## src/hdl/diskette_host_defs.vh

```
// Purpose: constants for the double sided diskette drive controller
// Assumes: 100 MHz system clock, Avalon-MM word registers
// Notes: all drive pins are active low; register offsets are word indices (address bits 4:2)
`ifndef DISKETTE_HOST_DEFS_VH
`define DISKETTE_HOST_DEFS_VH

// ==========================================================
// register map
`define REG_CTRL 3'h0
`define REG_CMD 3'h1
`define REG_STATUS 3'h2
`define REG_TXDATA 3'h3
`define REG_INDEX 3'h4
`define REG_TRACK 3'h5
`define REG_READ 3'h6

// ==========================================================
// field positions
`define CTRL_SELECT 0
`define CTRL_MOTOR 1
`define CTRL_SIDE 2
`define CTRL_DIR_OUT 3
`define CMD_STEP 0
`define CMD_WRITE 1
`define ST_REFUSED 9
`define CTRL_RESET 4'h0
`define TRACK_MAX 6'd39

// ==========================================================
// timing
`define CLK_MHZ 100
`define MOTOR_WAIT_MS 750
`define MOTOR_WAIT_CYC (`MOTOR_WAIT_MS * 1000 * `CLK_MHZ)
`define ERASE_WAIT_MS 1
`define ERASE_WAIT_CYC (`ERASE_WAIT_MS * 1000 * `CLK_MHZ)
`define HEAD_WAIT_US 100
`define HEAD_WAIT_CYC (`HEAD_WAIT_US * `CLK_MHZ)
`define SETTLE_MS 6
`define SETTLE_CYC (`SETTLE_MS * 1000 * `CLK_MHZ)
`define DIR_MARGIN_US 1
`define DIR_MARGIN_CYC (`DIR_MARGIN_US * `CLK_MHZ + 1)
`define STEP_WIDTH_US 1
`define STEP_WIDTH_CYC (`STEP_WIDTH_US * `CLK_MHZ)
`define WR_PULSE_NS 250
`define WR_PULSE_CYC ((`WR_PULSE_NS * `CLK_MHZ + 999) / 1000)
`define GATE_MARGIN_US 6
`define GATE_MARGIN_CYC (`GATE_MARGIN_US * `CLK_MHZ)
`define SPACE4_US 4
`define SPACE6_US 6
`define SPACE8_US 8
`define SPACE4_CYC (`SPACE4_US * `CLK_MHZ)
`define SPACE6_CYC (`SPACE6_US * `CLK_MHZ)
`define SPACE8_CYC (`SPACE8_US * `CLK_MHZ)
`define FIFO_DEPTH 8
`define FIFO_AW 3
`define FIFO_WIDTH 2

`endif

```

## src/hdl/cell_fifo.v

```verilog
// Purpose: small synchronous fifo for write cell codes
// Assumes: single clock, ce freezes all state
// Notes: out_data is valid combinationally while out_valid is high
`timescale 1ns/100ps
module cell_fifo #(
  parameter WIDTH = 2,
  parameter DEPTH = 8,
  parameter AW = 3
) (
  input wire clk_sys,
  input wire rstn,
  input wire ce,
  input wire in_valid,
  output wire in_ready,
  input wire [WIDTH-1:0] in_data,
  output wire out_valid,
  input wire out_ready,
  output wire [WIDTH-1:0] out_data
);
  reg [WIDTH-1:0] mem [0:DEPTH-1];
  reg [AW-1:0] wr_ptr;
  reg [AW-1:0] rd_ptr;
  reg [AW:0] count;
  wire push;
  wire pop;

  assign in_ready = (count != DEPTH[AW:0]);
  assign out_valid = (count != {(AW+1){1'b0}});
  assign out_data = mem[rd_ptr];
  assign push = in_valid & in_ready;
  assign pop = out_valid & out_ready;

  always @(posedge clk_sys) begin
    if (ce && push) begin
      mem[wr_ptr] <= in_data;
    end
  end

  always @(posedge clk_sys or negedge rstn) begin
    if (!rstn) begin
      wr_ptr <= {AW{1'b0}};
      rd_ptr <= {AW{1'b0}};
      count <= {(AW+1){1'b0}};
    end else if (ce) begin
      if (push) begin
        wr_ptr <= (wr_ptr == DEPTH[AW-1:0] - 1'b1) ? {AW{1'b0}} : wr_ptr + 1'b1;
      end
      if (pop) begin
        rd_ptr <= (rd_ptr == DEPTH[AW-1:0] - 1'b1) ? {AW{1'b0}} : rd_ptr + 1'b1;
      end
      if (push && !pop) begin
        count <= count + 1'b1;
      end else if (pop && !push) begin
        count <= count - 1'b1;
      end
    end
  end
endmodule // cell_fifo

```

## src/hdl/diskette_host.v

```verilog
// Purpose: controller that drives a double sided diskette drive over its pins
// Assumes: one drive on select line 0; software paces reads from the read register
// Notes: pin changes that the drive must see settled are applied only while idle
//
// The address map and the Avalon-MM slave port were chosen for this implementation.
`timescale 1ns/100ps
`include "diskette_host_defs.vh"
module diskette_host #(
  parameter [26:0] MOTOR_WAIT_CYC = `MOTOR_WAIT_CYC,
  parameter [16:0] ERASE_WAIT_CYC = `ERASE_WAIT_CYC,
  parameter [13:0] HEAD_WAIT_CYC = `HEAD_WAIT_CYC,
  parameter [19:0] SETTLE_CYC = `SETTLE_CYC
) (
  input wire clk_sys,
  input wire rstn,
  input wire ce,
  input wire [4:0] address,
  input wire read,
  input wire write,
  input wire [31:0] writedata,
  output reg [31:0] readdata,
  output reg waitrequest,
  output reg drive_select_n,
  output reg motor_on_n,
  output reg direction_n,
  output reg step_n,
  output reg write_data_n,
  output reg write_gate_n,
  output reg side_select_n,
  input wire index_n,
  input wire track0_n,
  input wire write_protect_n,
  input wire read_data_n
);
  // ==========================================================
  // states and derived counts
  localparam [3:0] S_IDLE = 4'h0;
  localparam [3:0] S_STEP_SETUP = 4'h1;
  localparam [3:0] S_STEP_PULSE = 4'h2;
  localparam [3:0] S_STEP_HOLD = 4'h3;
  localparam [3:0] S_STEP_SETTLE = 4'h4;
  localparam [3:0] S_WR_LEAD = 4'h5;
  localparam [3:0] S_WR_PULSE = 4'h6;
  localparam [3:0] S_WR_GAP = 4'h7;
  localparam [3:0] S_WR_TAIL = 4'h8;
  localparam [19:0] DIR_MARGIN = `DIR_MARGIN_CYC;
  localparam [19:0] STEP_WIDTH = `STEP_WIDTH_CYC;
  localparam [19:0] WR_PULSE = `WR_PULSE_CYC;
  localparam [19:0] GATE_MARGIN = `GATE_MARGIN_CYC;
  localparam [19:0] SPACE4 = `SPACE4_CYC;
  localparam [19:0] SPACE6 = `SPACE6_CYC;
  localparam [19:0] SPACE8 = `SPACE8_CYC;

  // ==========================================================
  // pin synchronisers
  reg [3:0] sync1;
  reg [3:0] sync2;
  reg [3:0] sync3;
  wire [3:0] pins_in;
  assign pins_in = {read_data_n, write_protect_n, track0_n, index_n};

  genvar gi;
  generate
    for (gi = 0; gi < 4; gi = gi + 1) begin : g_sync
      always @(posedge clk_sys or negedge rstn) begin
        if (!rstn) begin
          sync1[gi] <= 1'b1;
          sync2[gi] <= 1'b1;
          sync3[gi] <= 1'b1;
        end else if (ce) begin
          sync1[gi] <= pins_in[gi];
          sync2[gi] <= sync1[gi];
          sync3[gi] <= sync2[gi];
        end
      end
    end
  endgenerate

  // drive outputs are low active and float high when deselected
  wire index_fall = sync3[0] & ~sync2[0];
  wire at_track0 = ~sync2[1];
  wire wp_active = ~sync2[2];
  wire read_fall = sync3[3] & ~sync2[3];

  // ==========================================================
  // state
  reg [3:0] state;
  reg [19:0] tcnt;
  reg [3:0] ctrl;
  reg cmd_step;
  reg cmd_write;
  reg refused;
  reg refuse_pulse;
  reg [5:0] track;
  reg [1:0] cur_space;
  reg [26:0] motor_cnt;
  reg [16:0] erase_cnt;
  reg [13:0] head_cnt;
  reg [7:0] index_count;
  reg [15:0] read_count;
  reg [15:0] read_gap;
  reg [15:0] read_last;
  reg [31:0] rd_mux;

  wire selected = ~drive_select_n;
  wire motor_ready = (motor_cnt == MOTOR_WAIT_CYC);
  wire head_ready = (head_cnt == 14'd0);
  wire erasing = (erase_cnt != 17'd0);
  // a side change not yet on the pin has not started its head wait
  wire side_pending = (side_select_n != ~ctrl[`CTRL_SIDE]);
  wire busy = (state != S_IDLE);
  wire tdone = (tcnt == 20'd0);
  wire [2:0] reg_sel = address[4:2];
  wire req = (read | write) & waitrequest;
  wire is_tx = write & (reg_sel == `REG_TXDATA);
  wire fifo_in_ready;
  wire fifo_out_valid;
  wire [1:0] fifo_out_data;
  // a full fifo stalls the bus by holding waitrequest
  wire go = req & (~is_tx | fifo_in_ready);
  wire fifo_pop = ((state == S_WR_LEAD) || (state == S_WR_GAP)) && tdone && fifo_out_valid;

  function [19:0] space_cyc;
    input [1:0] code;
    begin
      case (code)
        2'h0: space_cyc = SPACE4;
        2'h1: space_cyc = SPACE6;
        default: space_cyc = SPACE8;
      endcase
    end
  endfunction

  cell_fifo #(
    .WIDTH(`FIFO_WIDTH),
    .DEPTH(`FIFO_DEPTH),
    .AW(`FIFO_AW)
  ) u_fifo (
    .clk_sys(clk_sys),
    .rstn(rstn),
    .ce(ce),
    .in_valid(req & is_tx),
    .in_ready(fifo_in_ready),
    .in_data(writedata[1:0]),
    .out_valid(fifo_out_valid),
    .out_ready(fifo_pop & ce),
    .out_data(fifo_out_data)
  );

  // ==========================================================
  // register bus
  always @* begin
    rd_mux = 32'h0;
    case (reg_sel)
      `REG_CTRL: rd_mux = {28'h0, ctrl};
      `REG_STATUS: rd_mux = {22'h0, refused, ~fifo_out_valid, ~fifo_in_ready, erasing,
                             head_ready, motor_ready, ~sync2[0], wp_active, at_track0, busy};
      `REG_INDEX: rd_mux = {24'h0, index_count};
      `REG_TRACK: rd_mux = {26'h0, track};
      `REG_READ: rd_mux = {read_last, read_count};
      default: rd_mux = 32'h0;
    endcase
  end

  always @(posedge clk_sys or negedge rstn) begin
    if (!rstn) begin
      waitrequest <= 1'b1;
      readdata <= 32'h0;
      ctrl <= `CTRL_RESET;
      cmd_step <= 1'b0;
      cmd_write <= 1'b0;
      refused <= 1'b0;
    end else if (ce) begin
      waitrequest <= 1'b1;
      cmd_step <= 1'b0;
      cmd_write <= 1'b0;
      // a new refusal outweighs a clear in the same cycle
      if (go && write && reg_sel == `REG_STATUS && writedata[`ST_REFUSED]) begin
        refused <= refuse_pulse;
      end else if (refuse_pulse) begin
        refused <= 1'b1;
      end
      if (go) begin
        waitrequest <= 1'b0;
        readdata <= read ? rd_mux : 32'h0;
        if (write && reg_sel == `REG_CTRL) begin
          ctrl <= writedata[3:0];
        end
        if (write && reg_sel == `REG_CMD) begin
          cmd_step <= writedata[`CMD_STEP];
          cmd_write <= writedata[`CMD_WRITE];
        end
      end
    end
  end

  // ==========================================================
  // motor timer that gates writes, and index and read counters that count whether or not the motor is on
  always @(posedge clk_sys or negedge rstn) begin
    if (!rstn) begin
      motor_cnt <= 27'd0;
      index_count <= 8'h0;
      read_count <= 16'h0;
      read_gap <= 16'h0;
      read_last <= 16'h0;
    end else if (ce) begin
      if (motor_on_n) begin
        motor_cnt <= 27'd0;
      end else if (!motor_ready) begin
        motor_cnt <= motor_cnt + 27'd1;
      end
      if (index_fall) begin
        index_count <= index_count + 8'h1;
      end
      // read spacing is measured in cycles and saturates
      if (read_fall) begin
        read_count <= read_count + 16'h1;
        read_last <= read_gap;
        read_gap <= 16'h0;
      end else if (read_gap != 16'hffff) begin
        read_gap <= read_gap + 16'h1;
      end
    end
  end

  // ==========================================================
  // sequencer
  always @(posedge clk_sys or negedge rstn) begin
    if (!rstn) begin
      state <= S_IDLE;
      tcnt <= 20'd0;
      track <= 6'd0;
      cur_space <= 2'h0;
      erase_cnt <= 17'd0;
      head_cnt <= 14'd0;
      refuse_pulse <= 1'b0;
      drive_select_n <= 1'b1;
      motor_on_n <= 1'b1;
      direction_n <= 1'b1;
      step_n <= 1'b1;
      write_data_n <= 1'b1;
      write_gate_n <= 1'b1;
      side_select_n <= 1'b1;
    end else if (ce) begin
      refuse_pulse <= 1'b0;
      if (!tdone) begin
        tcnt <= tcnt - 20'd1;
      end
      if (erasing) begin
        erase_cnt <= erase_cnt - 17'd1;
      end
      if (!head_ready) begin
        head_cnt <= head_cnt - 14'd1;
      end
      // the flag lags a step by the synchroniser, so only idle cycles may resync the count
      if (at_track0 && !busy) begin
        track <= 6'd0;
      end
      case (state)
        S_IDLE: begin
          // select, motor and side wait for erase to finish
          if (!erasing) begin
            drive_select_n <= ~ctrl[`CTRL_SELECT];
            motor_on_n <= ~ctrl[`CTRL_MOTOR];
            if (side_select_n != ~ctrl[`CTRL_SIDE]) begin
              side_select_n <= ~ctrl[`CTRL_SIDE];
              head_cnt <= HEAD_WAIT_CYC;
            end
          end
          if (cmd_step) begin
            if (!selected || (ctrl[`CTRL_DIR_OUT] && at_track0) ||
                (!ctrl[`CTRL_DIR_OUT] && track == `TRACK_MAX)) begin
              refuse_pulse <= 1'b1;
            end else begin
              direction_n <= ~ctrl[`CTRL_DIR_OUT];
              tcnt <= DIR_MARGIN - 20'd1;
              state <= S_STEP_SETUP;
            end
          end else if (cmd_write) begin
            if (!selected || !motor_ready || !head_ready || side_pending ||
                wp_active || erasing) begin
              refuse_pulse <= 1'b1;
            end else begin
              write_gate_n <= 1'b0;
              tcnt <= GATE_MARGIN - 20'd1;
              state <= S_WR_LEAD;
            end
          end
        end
        S_STEP_SETUP: begin
          if (tdone) begin
            step_n <= 1'b0;
            tcnt <= STEP_WIDTH - 20'd1;
            state <= S_STEP_PULSE;
          end
        end
        S_STEP_PULSE: begin
          if (tdone) begin
            step_n <= 1'b1;
            if (!direction_n) begin
              if (track != 6'd0) begin
                track <= track - 6'd1;
              end
            end else begin
              track <= track + 6'd1;
            end
            tcnt <= DIR_MARGIN - 20'd1;
            state <= S_STEP_HOLD;
          end
        end
        S_STEP_HOLD: begin
          // direction stays put here and until the next step
          if (tdone) begin
            tcnt <= SETTLE_CYC - 20'd1;
            state <= S_STEP_SETTLE;
          end
        end
        S_STEP_SETTLE: begin
          if (tdone) begin
            state <= S_IDLE;
          end
        end
        S_WR_LEAD, S_WR_GAP: begin
          if (tdone) begin
            if (fifo_out_valid) begin
              cur_space <= fifo_out_data;
              write_data_n <= 1'b0;
              tcnt <= WR_PULSE - 20'd1;
              state <= S_WR_PULSE;
            end else begin
              // an empty fifo ends the write; software keeps it topped up
              tcnt <= GATE_MARGIN - 20'd1;
              state <= S_WR_TAIL;
            end
          end
        end
        S_WR_PULSE: begin
          if (tdone) begin
            write_data_n <= 1'b1;
            tcnt <= space_cyc(cur_space) - WR_PULSE - 20'd1;
            state <= S_WR_GAP;
          end
        end
        S_WR_TAIL: begin
          if (tdone) begin
            write_gate_n <= 1'b1;
            erase_cnt <= ERASE_WAIT_CYC;
            state <= S_IDLE;
          end
        end
        default: begin
          state <= S_IDLE;
        end
      endcase
    end
  end
endmodule // diskette_host

```

## config.mk

```make
export PLATFORM = sky130hd
export DESIGN_NAME = diskette_host
export DESIGN_NICKNAME = d
export VERILOG_FILES = /design/src/hdl/cell_fifo.v /design/src/hdl/diskette_host.v
export VERILOG_INCLUDE_DIRS = /design/src /design/src/hdl
export SDC_FILE = /design/constraint.sdc
export NUM_CORES = 1
export LEC_CHECK = 0
export ABC_AREA = 1
export ABC_CLOCK_PERIOD_IN_PS = 8100
export BUFFER_PORTS_ARGS = -buffer_cell sky130_fd_sc_hd__buf_2
export CAP_MARGIN = 20
export CORE_MARGIN = 1.5
export CORE_UTILIZATION = 51
export CTS_BUF_LIST = sky130_fd_sc_hd__clkbuf_8 sky130_fd_sc_hd__clkbuf_16
export DETAILED_ROUTE_END_ITERATION = 8
export HOLD_SLACK_MARGIN = 0.06
export PLACE_DENSITY = 0.74
export SLEW_MARGIN = 5
export SYNTH_ARGS = -nofsm -noshare
export SYNTH_HDL_FRONTEND = slang
export SYNTH_HIERARCHICAL = 1
export SYNTH_SLANG_ARGS = --single-unit
```

## constraint.sdc

```tcl
create_clock -name clk_sys -period 8.1 [get_ports clk_sys]
set_input_delay 0.81 -clock clk_sys [delete_from_list [all_inputs] [get_ports clk_sys]]
set_output_delay 0.81 -clock clk_sys [all_outputs]
set_load 0.01 [all_outputs]
```

# ---- Word level (Yosys, flattened, before mapping)
# Memory sizes are Yosys's and may differ from the RTL's. A register that Yosys moved wholly into a read port is not among the register bits.
# Index checks and enable logic that the tools add are counted.
# Widths: inputs -> output; s select.
dict set report totals {
  ff_bits 212
  mem_bits_rw 16
  input_bits 46
  output_inout_bits 40
  memories 1
}
dict set report classes {
  n_addsub 15
  eq_ne 37
  mux 74
  bitwise 24
  reduce_logical 63
}
# name depth width read_ports rd_clocked_by_memory_dff write_ports line
set mem_list {}
lappend mem_list {u_fifo.mem 8 2 1 1 1 cell_fifo.v:20} ;# reg [WIDTH-1:0] mem [0:DEPTH-1];
# cell count
set op_table {}
lappend op_table {{$mux 20} 13}
lappend op_table {{$pmux 32 s5} 1}
lappend op_table {{$pmux 20 s6} 1}
lappend op_table {{$mux 14} 4}
lappend op_table {{$mux 27} 2}
lappend op_table {{$mux 4} 13}
lappend op_table {{$mux 17} 3}
lappend op_table {{$sub 20x1->20 const B} 2}
lappend op_table {{$add 16x1->16 const B} 2}
lappend op_table {{$mux 16} 2}
lappend op_table {{$mux 32} 1}
lappend op_table {{$mux 6} 5}
lappend op_table {{$pmux 4 s7} 1}
lappend op_table {{$add 27x1->27 const B} 1}
lappend op_table {{$eq 27x27->1 const B} 1}
lappend op_table {{$ne 2x2->1 const B} 11}
lappend op_table {{$mux 1} 21}
lappend op_table {{$logic_not 20->1} 1}
lappend op_table {{$pmux 10 s2} 1}
lappend op_table {{$sub 20x5->20 const B} 1}
lappend op_table {{$reduce_and 2->1} 9}
lappend op_table {{$reduce_bool 17->1} 1}
lappend op_table {{$sub 17x1->17 const B} 1}
lappend op_table {{$eq 4x3->1 const B} 4}
lappend op_table {{other kinds (42)} 111}

# ---- Longest topological paths before layout
# Gate-level depths: netlist of the first run.
dict set report logic_depth {
  word_depth 11
  depth_mapped 18
  mapped_depth_nobuf 18
}

# ---- By module
# Netlist of the first run, hierarchy kept.
# mod n_inst cells_per_inst area_each_um2 seq_area_each_um2
set by_module_without_submodules {}
lappend by_module_without_submodules {diskette_host 1 1514 11556.1 5127.4}
lappend by_module_without_submodules {cell_fifo 1 155 1411.4 730.7}

# ---- Least setup slack after synthesis of the first run
# Ideal clock, no wire load.
dict set report synth_path {
  path_type {register to register}
  from {register tcnt[0]}
  to {register u_fifo.count[3]}
  setup_ns 0.117
  arrival_time_ns 2.546
  required_time_ns 7.983
  path_slack_ns 5.437
  stages_incl_launch_ff 18
  n_path_buf 0
  period_less_slack_ns 2.663
  cell_sequence {dfrtp_1 > inv_1 > ha_1 > nand3_1 > nor2_1 > nand2_2 > nor2_1 > nand2_1 > inv_1 > nand2_1 > ha_1 > inv_1 > ha_1 > or2_2 > nand2_1 > nand2_1 > nand3_1 > nand2_1}
}
dict set report synth_via {
  elab_chain_len 9
  word_cells_on_any_way 11
  cone_classes {mux: 1; bitwise: 2; reduce/logical: 8}
}
# item line
set synth_rtl {}
lappend synth_rtl {{start: declaration} diskette_host.v:88} ;# reg [19:0] tcnt;
lappend synth_rtl {{start signal: assignment} diskette_host.v:247} ;# tcnt <= tcnt - 20'd1;
lappend synth_rtl {{start signal: assignment} diskette_host.v:276} ;# tcnt <= DIR_MARGIN - 20'd1;
lappend synth_rtl {{start signal: assignment} diskette_host.v:285} ;# tcnt <= GATE_MARGIN - 20'd1;
lappend synth_rtl {{$logic_not 20->1 *} diskette_host.v:112} ;# wire tdone = (tcnt == 20'd0);
lappend synth_rtl {{$logic_and 1x1->1 * (2 in series)} diskette_host.v:121} ;# wire fifo_pop = ((state == S_WR_LEAD) || (state == S_WR_GAP)) && tdone && fifo_out_valid;
lappend synth_rtl {{$and 1x1->1 *} diskette_host.v:146} ;# .out_ready(fifo_pop & ce),
lappend synth_rtl {{$and 1x1->1 *} cell_fifo.v:31} ;# assign pop = out_valid & out_ready;
lappend synth_rtl {{$logic_not 1->1} cell_fifo.v:51} ;# if (push && !pop) begin
lappend synth_rtl {{$logic_and 1x1->1} cell_fifo.v:51}
lappend synth_rtl {{$reduce_bool 2->1 (no source line)} n/a}
lappend synth_rtl {{$reduce_and 2->1 (no source line)} n/a}
lappend synth_rtl {{end signal: assignment} cell_fifo.v:43} ;# count <= {(AW+1){1'b0}};
lappend synth_rtl {{end signal: assignment} cell_fifo.v:52} ;# count <= count + 1'b1;
lappend synth_rtl {{end signal: assignment} cell_fifo.v:54} ;# count <= count - 1'b1;
lappend synth_rtl {{end: declaration} cell_fifo.v:23} ;# reg [AW:0] count;
# Every way passes the cells marked *; elsewhere a longest branch is shown, timed or not.
# A chain may end at the register's enable or synchronous reset.

# ---- Worst setup path in the final report of the first run
# Ends and elaborated chain as after synthesis.

==> metrics.txt, run 1 <==
status completed; max incr delay on CP 0.40 ns; Initial Utilization 0.5179; commonest cells in the netlist nand2_1, dfrtp_1, inv_1; CP most frequent cell nand2_1; largest net degree at the start of global routing roughly 130; crit path from tcnt[0]$_DFFE_PN0P_; VDD IR max 0.1901 mV; global-route usage over all layers 0.2495; Cell Rows 58; CTS H-Tree Depth 1; type of the most critical hold path primary input to asynchronous set/reset pin; worst reg-to-reg path cell count 17; worst setup path endpoint u_fifo/count[3]$_DFFE_PN0P_; Placer Congestion 0.9011; CTS tree done; worst slack at placement 4.848 ns; post-CTS setup buffers 0; top post-synthesis cells by area dfrtp_1, nand2_1, inv_1, nand3_1, nor2_1; final core occ 0.5745; Post-synth ARST share 0.9304; post-route ant nets 0; clk slew on worst S/H paths around 0.06 ns; Mapped Area approximately 0.013 mm2; drt drc 0; ratio of cells with drive above 1 in the final layout 0.1097; R2R setup slack 4.89 ns; Die ar. 0.02639 mm2; crit end category register; Area after DPL 0.01350 mm2; Final nets 1,790; max-slew violations 0; first drt pass iteration count 5; R2R Path Start tcnt[0]$_DFFE_PN0P_; Seq cells post-synth 230; vias per std cell 5.484; Final Hold Vio Count 0; max cap viols 0; Area growth, synth to finish 10.91%; final hold slack roughly 0.32 ns; crit-path max FO 8; Setup WS post-layout 4.895 ns; cell accounting for the most synthesized area dfrtp_1; CTS Root Cell clkbuf_16; Clock Path Buffers 3; fin area 0.01438 mm2; Pwr Density 272.9 mW/mm2; Final Skew 0.02097 ns; PortBufs 56; initial antenna violation count 3; unrepaired setup endpoints after global routing false; LEAKAGE 6.968 nW; Core Area 0.02504 mm2; most common cell in the synthesized netlist nand2_1; Crit Path Class register to register; Die H 162.5 um; first-pass GRT wire length roughly 54,000 um; Netlist cell types 55; Yosys top cell area share 0.3782; Syn Inst Count 1,669; slowest cell on the critical path dfrtp_1; I/O pin cnt 86; vias in the first global route 10,940; startpoint class of the critical path register; Routed WL 31,720 um; post-cts hold buffer count 0; total number of vias 11,370; DR iter-0 viols 944; Crit Reg-Reg Endpoint u_fifo/count[3]$_DFFE_PN0P_; Overflow after GRT 0; clock sink total 230; Avg Cell Area, Syn 7.770 um2; Seq/Total Area, Yosys 0.4518; TritonCTS Buffers 26; critical path, cell by cell inv_1, ha_1, nand3_1, nor2_1, nand2_2, nor2_1, nand2_1, inv_1, nand2_1, ha_1, inv_1, ha_1, or2_2, nand2_1, nand2_1, nand3_1, nand2_1; Final TNS setup 0 ns; Final setup violation count 0; Post-DP HPWL ~23,000 um; post-DR wirelength/cell between 15 and 20 um; worst-margin pin slew approximately 1.0 ns; slew margin rel. 0.3197; post_cts resized 0; Die X 162.5 um; Tcrit/Tclk final 0.3957; Period minus WS final approximately 3.2 ns; synth warn 6; Critical Path AT roughly 3.7 ns; Fmax achieved 312.0 MHz; top_reg_cell synth dfrtp_1; number of flops mapped to enable cells by yosys 16; latest clock arrival within the worst-skew pair 0.55 ns; Crit path required time 8.54 ns; Syn Nets about 1,700
==> sequential cells by signal, summed over array words and instances, names as in the netlist, 2 cells and up <==
register       flops
u_fifo/wr_ptr      3
erase_cnt         17
tcnt              20
motor_cnt         27
read_gap          16
read_last         16
sync1              4
track              6
index_count        8
read_count        16
head_cnt          14
u_fifo/mem        16
sync2              4
readdata          32
u_fifo/rd_ptr      3
ctrl               4
cur_space          2
state              4
u_fifo/count       4
sync3              2
==> area by class of cell <==
cell class	instances	area, um2
repair buffers	61	347.8
well taps	330	412.9
clock inverters	18	133.9
fillers	2279	10650
diodes	2	5.005
multi-input cells	1202	6152
flip-flops and latches	230	5858
clock buffers	30	716.9
inverters	200	755.7
==> cell families after synthesis <==
kind of cell    after synthesis  share of synthesized area
compound gates              219                    0.09523
xor+xnor                     67                    0.04583
fa+ha+maj                    23                    0.02277
buf+inv                     237                    0.07381
flops                       230                     0.4518
simple gates                893                     0.3106
==> routing by layer <==
| layer | global-route usage | vias up | share of wire |
|---|---|---|---|
| met5 | 0 | - | 0 |
| met4 | 0.08799 | 0 | 0.032 |
| met3 | 0.03692 | 61 | 0.052 |
| met2 | 0.4081 | 306 | 0.47 |
| met1 | 0.3388 | 5426 | 0.45 |
| li1 | - | 5576 | - |
==> cell usage in the layout (no fill, tap or decap), types with 3 or more instances in the layout <==
master / n
nand4_1: 42
buf_2: 55
clkbuf_16: 27
xnor2_1: 12
or2_2: 9
a22oi_1: 4
clkinv_2: 5
nor3_1: 50
nor2_1: 160
edfxtp_1: 16
and3_1: 4
nor4_1: 5
buf_4: 4
nor2_2: 9
nor2_4: 9
inv_1: 194
o31ai_1: 18
nor3_2: 5
o211ai_1: 5
ha_1: 22
dfrtp_1: 196
a21oi_1: 34
clkbuf_8: 3
o21ai_1: 18
o21ai_0: 107
clkinv_1: 3
inv_2: 11
dfstp_2: 18
nand3_1: 136
nand3b_1: 4
nand2_1: 433
a211oi_1: 6
o22ai_1: 17
xor2_1: 54
nand2_2: 11
nand3_2: 7
==> metrics by stage <==
stage	total power [mW]	instances
finish	3.925	2073
CTS	3.940	2070
global route	4.205	2072
global placement	2.742	2022
detailed placement	2.775	2022
floorplan	2.462	1669
==> critical path: cells and delay by family (launching register included) <==
| kind | cells | cell delay, ns |
|---|---|---|
| adder cells (fa/ha/maj) | 3 | 0.72 |
| buffers and inverters | 3 | 0.54 |
| flip-flops | 1 | 0.40 |
| AND/OR/NAND/NOR | 11 | 1.44 |
==> where the power goes <==
group	internal [mW]	total [mW]	switching (mW)
clock	0.665	1.15	0.481
sequential	1.36	1.56	0.202
combinational	0.413	1.22	0.803
total	2.44	3.93	1.49
==> worst min-delay path by stage <==
stage | endpoint | slack (ns) | start | depth (start not counted)
floorplan | drive_select_n$_DFFE_PN1P_ | 0.40 | ctrl[0]$_DFFE_PN0P_ | 1
global placement | drive_select_n$_DFFE_PN1P_ | 0.41 | ctrl[0]$_DFFE_PN0P_ | 1
detailed placement | drive_select_n$_DFFE_PN1P_ | 0.42 | ctrl[0]$_DFFE_PN0P_ | 1
CTS | motor_cnt[26]$_DFFE_PN0P_ | 0.43 | rstn | 1
global route | drive_select_n$_DFFE_PN1P_ | 0.46 | ctrl[0]$_DFFE_PN0P_ | 1
finish | motor_cnt[26]$_DFFE_PN0P_ | 0.32 | rstn | 1
Power figures use the tool's default switching activity.
==> inputs of run 2 (changes only) <==
--- a/config.mk
+++ b/config.mk
@@ -7,7 +7,7 @@
 export NUM_CORES = 1
 export LEC_CHECK = 0
 export ABC_AREA = 1
-export ABC_CLOCK_PERIOD_IN_PS = 8100
+export ABC_CLOCK_PERIOD_IN_PS = 3250
 export BUFFER_PORTS_ARGS = -buffer_cell sky130_fd_sc_hd__buf_2
 export CAP_MARGIN = 20
 export CORE_MARGIN = 1.5
==> constraint.sdc (replaced) <==
create_clock -name clk_sys -period 3.25 [get_ports clk_sys]
set_input_delay 0.325 -clock clk_sys [delete_from_list [all_inputs] [get_ports clk_sys]]
set_output_delay 0.325 -clock clk_sys [all_outputs]
set_load 0.01 [all_outputs]
==> metrics.txt, run 2 (synthesis gave the netlist of run 1 again) <==
CTS tree done; Post-DP HPWL ~23,000 um; Die H 162.5 um; Final Skew 0.01942 ns; CTS Root Cell clkbuf_16; Overflow after GRT 0; Final TNS setup 0 ns; vias in the first global route 10,860; CP most frequent cell nand2_1; Final nets 1,807; unrepaired setup endpoints after global routing false; max-slew violations 0; status completed; Core Area 0.02504 mm2; TritonCTS Buffers 26; startpoint class of the critical path register; I/O pin cnt 86; slowest cell on the critical path dfrtp_1; crit-path max FO 6; Cell Rows 58; max incr delay on CP approximately 0.40 ns; worst-margin pin slew 0.8829 ns; final core occ 0.5834; Routed WL 32,470 um; WHS Path Cells 1; vias per std cell 5.411; switch share 0.3718; clock sink total 230; hold path endpoint u_fifo/mem[6][1]$_DFFE_PP_; clock share of power 0.310; ratio of cells with drive above 1 in the final layout 0.1166; CTS H-Tree Depth 1; Comb pwr share 0.306; most frequent cells in the layout nand2_1, dfrtp_1, inv_1, nor2_1, nand3_1; hold_sp writedata[1]; Crit Path Class register to register; Initial Utilization 0.5179; type of the most critical hold path primary input to register; initial antenna violation count 3; commonest non-fill, non-tap cell in the layout nand2_1; Period minus WS final ~3 ns; Critical Path AT about 3.4 ns; Clock Path Buffers 3; Pwr Density 692.1 mW/mm2; Die X 162.5 um; total number of vias 11,310; Placer Congestion about 0.97; Top Registers readdata x32, motor_cnt x27, tcnt x20; VDD IR max 0.4002 mV; R2R setup slack 0.32 ns; Int Power 6.350 mW; first drt pass iteration count 5; post-route ant nets 0; latest clock arrival within the worst-skew pair 0.55 ns; largest net degree at the start of global routing 81; first-pass GRT wire length 53,910 um; P_sw 3.758 mW; crit end category register; Crit Reg-Reg Endpoint u_fifo/count[3]$_DFFE_PN0P_; Die ar. 0.02639 mm2; worst reg-to-reg path cell count 17; critical path, cell by cell inv_1, ha_1, nand3_1, nor2_1, nand2_2, nor2_1, nand2_1, inv_1, nand2_1, ha_1, inv_1, ha_1, or2_2, nand2_1, nand2_1, nand3_1, nand2_1; Tot Pwr 10.11 mW; clk slew on worst S/H paths 0.06 ns; DR iter-0 viols 961; Final Hold Vio Count 0; post-DR wirelength/cell 15.53 um; Tcrit/Tclk final 0.9010; R2R Path Start tcnt[0]$_DFFE_PN0P_; LEAKAGE between 7 and 8 nW; Crit path required time ~3.7 ns; Final setup violation count 0; slew margin rel. 0.4069; drt drc 0; Area growth, synth to finish 12.63%; global-route usage over all layers 0.2511; max cap viols 0; Fmax achieved 341.5 MHz; Top reg by flops readdata; Sequential Power Share 0.384; final hold slack about 0.11 ns; Largest register FFs 32; PortBufs 56
[run 2: cell count changes in the layout (fill, tap and decap cells not counted)]
cell / previous run / this run
buf_16: 1 / 0
clkinv_1: 3 / 0
inv_1: 194 / 193
buf_12: 0 / 1
dlygate4sd3_1: 0 / 7
buf_4: 4 / 14
clkinvlp_4: 2 / 3
bufinv_16: 1 / 4
diode_2: 2 / 3
[run 2: final cells by class]
cell class,instances,area (um2)
Antenna cell,3,7.507
Clock buffer,30,716.9
Clock inverter,18,216.5
Fill cell,2330,10430
Inverter,200,755.7
Multi-Input combinational cell,1202,6152
Sequential cell,230,5858
Tap cell,330,412.9
Timing Repair Buffer,78,485.5
[run 2: critical path, delay by kind of cell, from the launching register on]
family,cells,cell delay [ns]
fa+ha+maj,3,0.72
simple gates,11,1.31
buf+inv,3,0.40
flops,1,0.40
[run 2: how the worst max path moves through the flow]
stage                         from                          end  slack, ns  cells past startpoint
6_report       tcnt[0]$_DFFE_PN0P_  u_fifo/count[3]$_DFFE_PN0P_       0.32                     17
4_1_cts        tcnt[0]$_DFFE_PN0P_  u_fifo/count[3]$_DFFE_PN0P_       0.34                     17
2_1_floorplan  tcnt[0]$_DFFE_PN0P_  u_fifo/count[3]$_DFFE_PN0P_       0.59                     17
3_5_place_dp   tcnt[0]$_DFFE_PN0P_  u_fifo/count[3]$_DFFE_PN0P_       0.34                     17
5_1_grt        tcnt[8]$_DFFE_PN0P_  u_fifo/count[3]$_DFFE_PN0P_       0.06                     17
3_3_place_gp   tcnt[0]$_DFFE_PN0P_  u_fifo/count[3]$_DFFE_PN0P_       0.38                     17
[run 2: what timing repair did]
item | in CTS | in global routing
hold endpoints to repair | 76 | 0
setup buffers | 0 | 0
hold buffers | 7 | 0
resized for setup | 0 | 0
[run 2: per-stage QoR]
step | std cells | cell area, um2 | setup slack [ns]
floorplan | 1669 | 12970 | 0.5866
global placement | 2033 | 13590 | 0.3779
detailed placement | 2033 | 13590 | 0.3420
CTS | 2088 | 14600 | 0.3397
global route | 2090 | 14600 | 0.06119
finish | 2091 | 14610 | 0.3216
[run 2: layer usage]
metal,up-vias,GRT usage,part of all wire
li1,5597,-,-
met1,5327,0.3360,0.44
met2,330,0.4217,0.47
met3,60,0.03769,0.060
met4,0,0.07631,0.028
met5,-,0,0
[run 2: power by group through the flow]
stage	logic, mW	clock network [mW]	registers [mW]
2_1_floorplan	2.32	0	3.81
3_3_place_gp	2.98	0	3.90
3_5_place_dp	3.05	0	3.92
4_1_cts	3.08	3.19	3.87
5_1_grt	3.54	3.30	3.95
6_report	3.10	3.13	3.88
==> inputs of run 3 (changes only) <==
--- a/config.mk
+++ b/config.mk
@@ -10,12 +10,12 @@
 export ABC_CLOCK_PERIOD_IN_PS = 3250
 export BUFFER_PORTS_ARGS = -buffer_cell sky130_fd_sc_hd__buf_2
 export CAP_MARGIN = 20
-export CORE_MARGIN = 1.5
+export CORE_MARGIN = 5
 export CORE_UTILIZATION = 51
 export CTS_BUF_LIST = sky130_fd_sc_hd__clkbuf_8 sky130_fd_sc_hd__clkbuf_16
 export DETAILED_ROUTE_END_ITERATION = 8
 export HOLD_SLACK_MARGIN = 0.06
-export PLACE_DENSITY = 0.74
+export PLACE_DENSITY = 0.69
 export SLEW_MARGIN = 5
 export SYNTH_ARGS = -nofsm -noshare
 export SYNTH_HDL_FRONTEND = slang
==> metrics.txt, run 3 (synthesis gave the netlist of run 1 again) <==
status completed; CTS H-Tree Depth 1; Die H roughly 170 um; Top Registers readdata x32, motor_cnt x27, tcnt x20; Clock Path Buffers 3; Routed WL ~32,000 um; first-pass GRT wire length roughly 55,000 um; post-route ant nets 0; ant diodes 0; Area growth, synth to finish 12.28%; worst slack at placement 0.2760 ns; Finished Layout Cells around 2,100; CTS tree done; Core Area between 0.02 and 0.03 mm2; max-slew violations 0; VDD IR max approximately 0.39 mV; most frequent cells in the layout nand2_1, dfrtp_1, inv_1, nor2_1, nand3_1; R2R setup slack 0.30 ns; Cell Rows between 50 and 60; hold path endpoint readdata[4]$_DFFE_PN0P_; LEAKAGE 7.061 nW; post-DR wirelength/cell 15.48 um; Final nets 1,807; Period minus WS final about 3.0 ns; Crit Path Class register to register; DR iter-0 viols 838; Crit Reg-Reg Endpoint u_fifo/count[3]$_DFFE_PN0P_; startpoint class of the critical path register; CTS Root Cell clkbuf_16; Post-DP HPWL 23,440 um; I/O pin cnt 86; largest net degree at the start of global routing 105; unrepaired setup endpoints after global routing false; max cap viols 0; commonest non-fill, non-tap cell in the layout nand2_1; global-route usage over all layers 0.2280; Placed Cells 2,033; slew margin rel. 0.4674; Final setup violation count 0; final core occ 0.5799; PortBufs 56; hold_sp read; TritonCTS Buffers 26; Final TNS setup 0 ns; crit end category register; crit-path max FO 5; initial antenna violation count 1; R2R Path Start tcnt[8]$_DFFE_PN0P_; Tcrit/Tclk final 0.9082; Top reg by flops readdata; WHS Path Cells 3; Initial Utilization 0.5164; Die ar. about 0.029 mm2; total number of vias 11,370; Crit path required time between 3 and 4 ns; Critical Path AT 3.36 ns; post-CTS setup buffers 0; type of the most critical hold path primary input to register; vias per std cell approximately 5.4; worst reg-to-reg path cell count 17; Pwr Density 685.0 mW/mm2; worst-margin pin slew 0.7990 ns; Placer Congestion 0.9488; latest clock arrival within the worst-skew pair 0.52 ns; clk slew on worst S/H paths 0.06 ns; vias in the first global route 11,160; Die X 169.5 um; Final Skew about 0.010 ns; Final Hold Vio Count 0; Overflow after GRT 0; clock sink total 230; ratio of cells with drive above 1 in the final layout 0.1177; Tot Pwr 9.973 mW; drt drc 0; first drt pass iteration count 5; Setup WS post-layout 0.2984 ns; Largest register FFs 32; Fmax achieved 338.8 MHz
[run 3: changes by cell type in the layout (fill, tap and decap cells not counted)]
cell,before,now
clkbuf_8,3,7
inv_1,193,191
bufinv_16,4,2
clkinv_16,1,0
clkinvlp_4,3,2
clkinv_4,0,1
diode_2,3,0
inv_2,11,12
[run 3: how the worst max path moves through the flow]
stage                         startpoint                          end  slack (ns)  cells after the start
detailed placement   tcnt[0]$_DFFE_PN0P_  u_fifo/count[3]$_DFFE_PN0P_        0.28                     17
global route        tcnt[11]$_DFFE_PN0P_  u_fifo/count[3]$_DFFE_PN0P_       0.001                     17
finish               tcnt[8]$_DFFE_PN0P_  u_fifo/count[3]$_DFFE_PN0P_        0.30                     17
CTS                  tcnt[0]$_DFFE_PN0P_  u_fifo/count[3]$_DFFE_PN0P_        0.25                     17
global placement     tcnt[0]$_DFFE_PN0P_  u_fifo/count[3]$_DFFE_PN0P_        0.38                     17
floorplan            tcnt[0]$_DFFE_PN0P_  u_fifo/count[3]$_DFFE_PN0P_        0.59                     17
[run 3: report_power, final]
part | switching, mW | total [mW] | internal, mW
clock network | 1.15 | 2.97 | 1.82
logic | 2.05 | 3.11 | 1.07
registers | 0.494 | 3.89 | 3.39
total | 3.69 | 9.97 | 6.28
[run 3: final cells by class]
class	count	area (um2)
inverters	200	755.7
flip-flops and latches	230	5858
multi-input cells	1202	6152
fillers	2334	10550
well taps	330	412.9
repair buffers	78	485.5
clock inverters	14	123.9
clock buffers	34	772.0
[run 3: what timing repair did]
action / 4_1_cts / 5_1_grt
hold buffers: 7 / 0
hold endpoints to repair: 97 / 0
resized for setup: 0 / 1
endpoints found under the setup margin: 0 / 1
[run 3: layer usage]
metal  part of all wire  track usage  vias to the layer above
met5            0.00022            0                        -
met3              0.057      0.03331                       70
met1               0.44       0.3121                     5387
met2               0.47       0.3823                      309
met4              0.025      0.06265                        2
li1                   -            -                     5606
[run 3: per-stage QoR]
| stage | hold WS, ns | instance area [um2] |
|---|---|---|
| global route | 0.1250 | 14560 |
| floorplan | 0.02941 | 12970 |
| detailed placement | 0.4354 | 13590 |
| finish | 0.1247 | 14560 |
| CTS | 0.1084 | 14560 |
| global placement | 0.4337 | 13590 |
[run 3: worst max-delay path: stages (launching register included)]
cell and delay, ns:
dfrtp_1 0.43, nor2_2 0.20, nand2_1 0.07, nor2_1 0.17, and2_1 0.20, nand2_2 0.08, nor2_1 0.15, nand2_1 0.15
inv_1 0.11, nand2_1 0.09, ha_1 0.20, inv_1 0.13, ha_1 0.29, or2_2 0.31, nand2_1 0.07, nand2_1 0.05
nand3_1 0.09, nand2_1 0.06
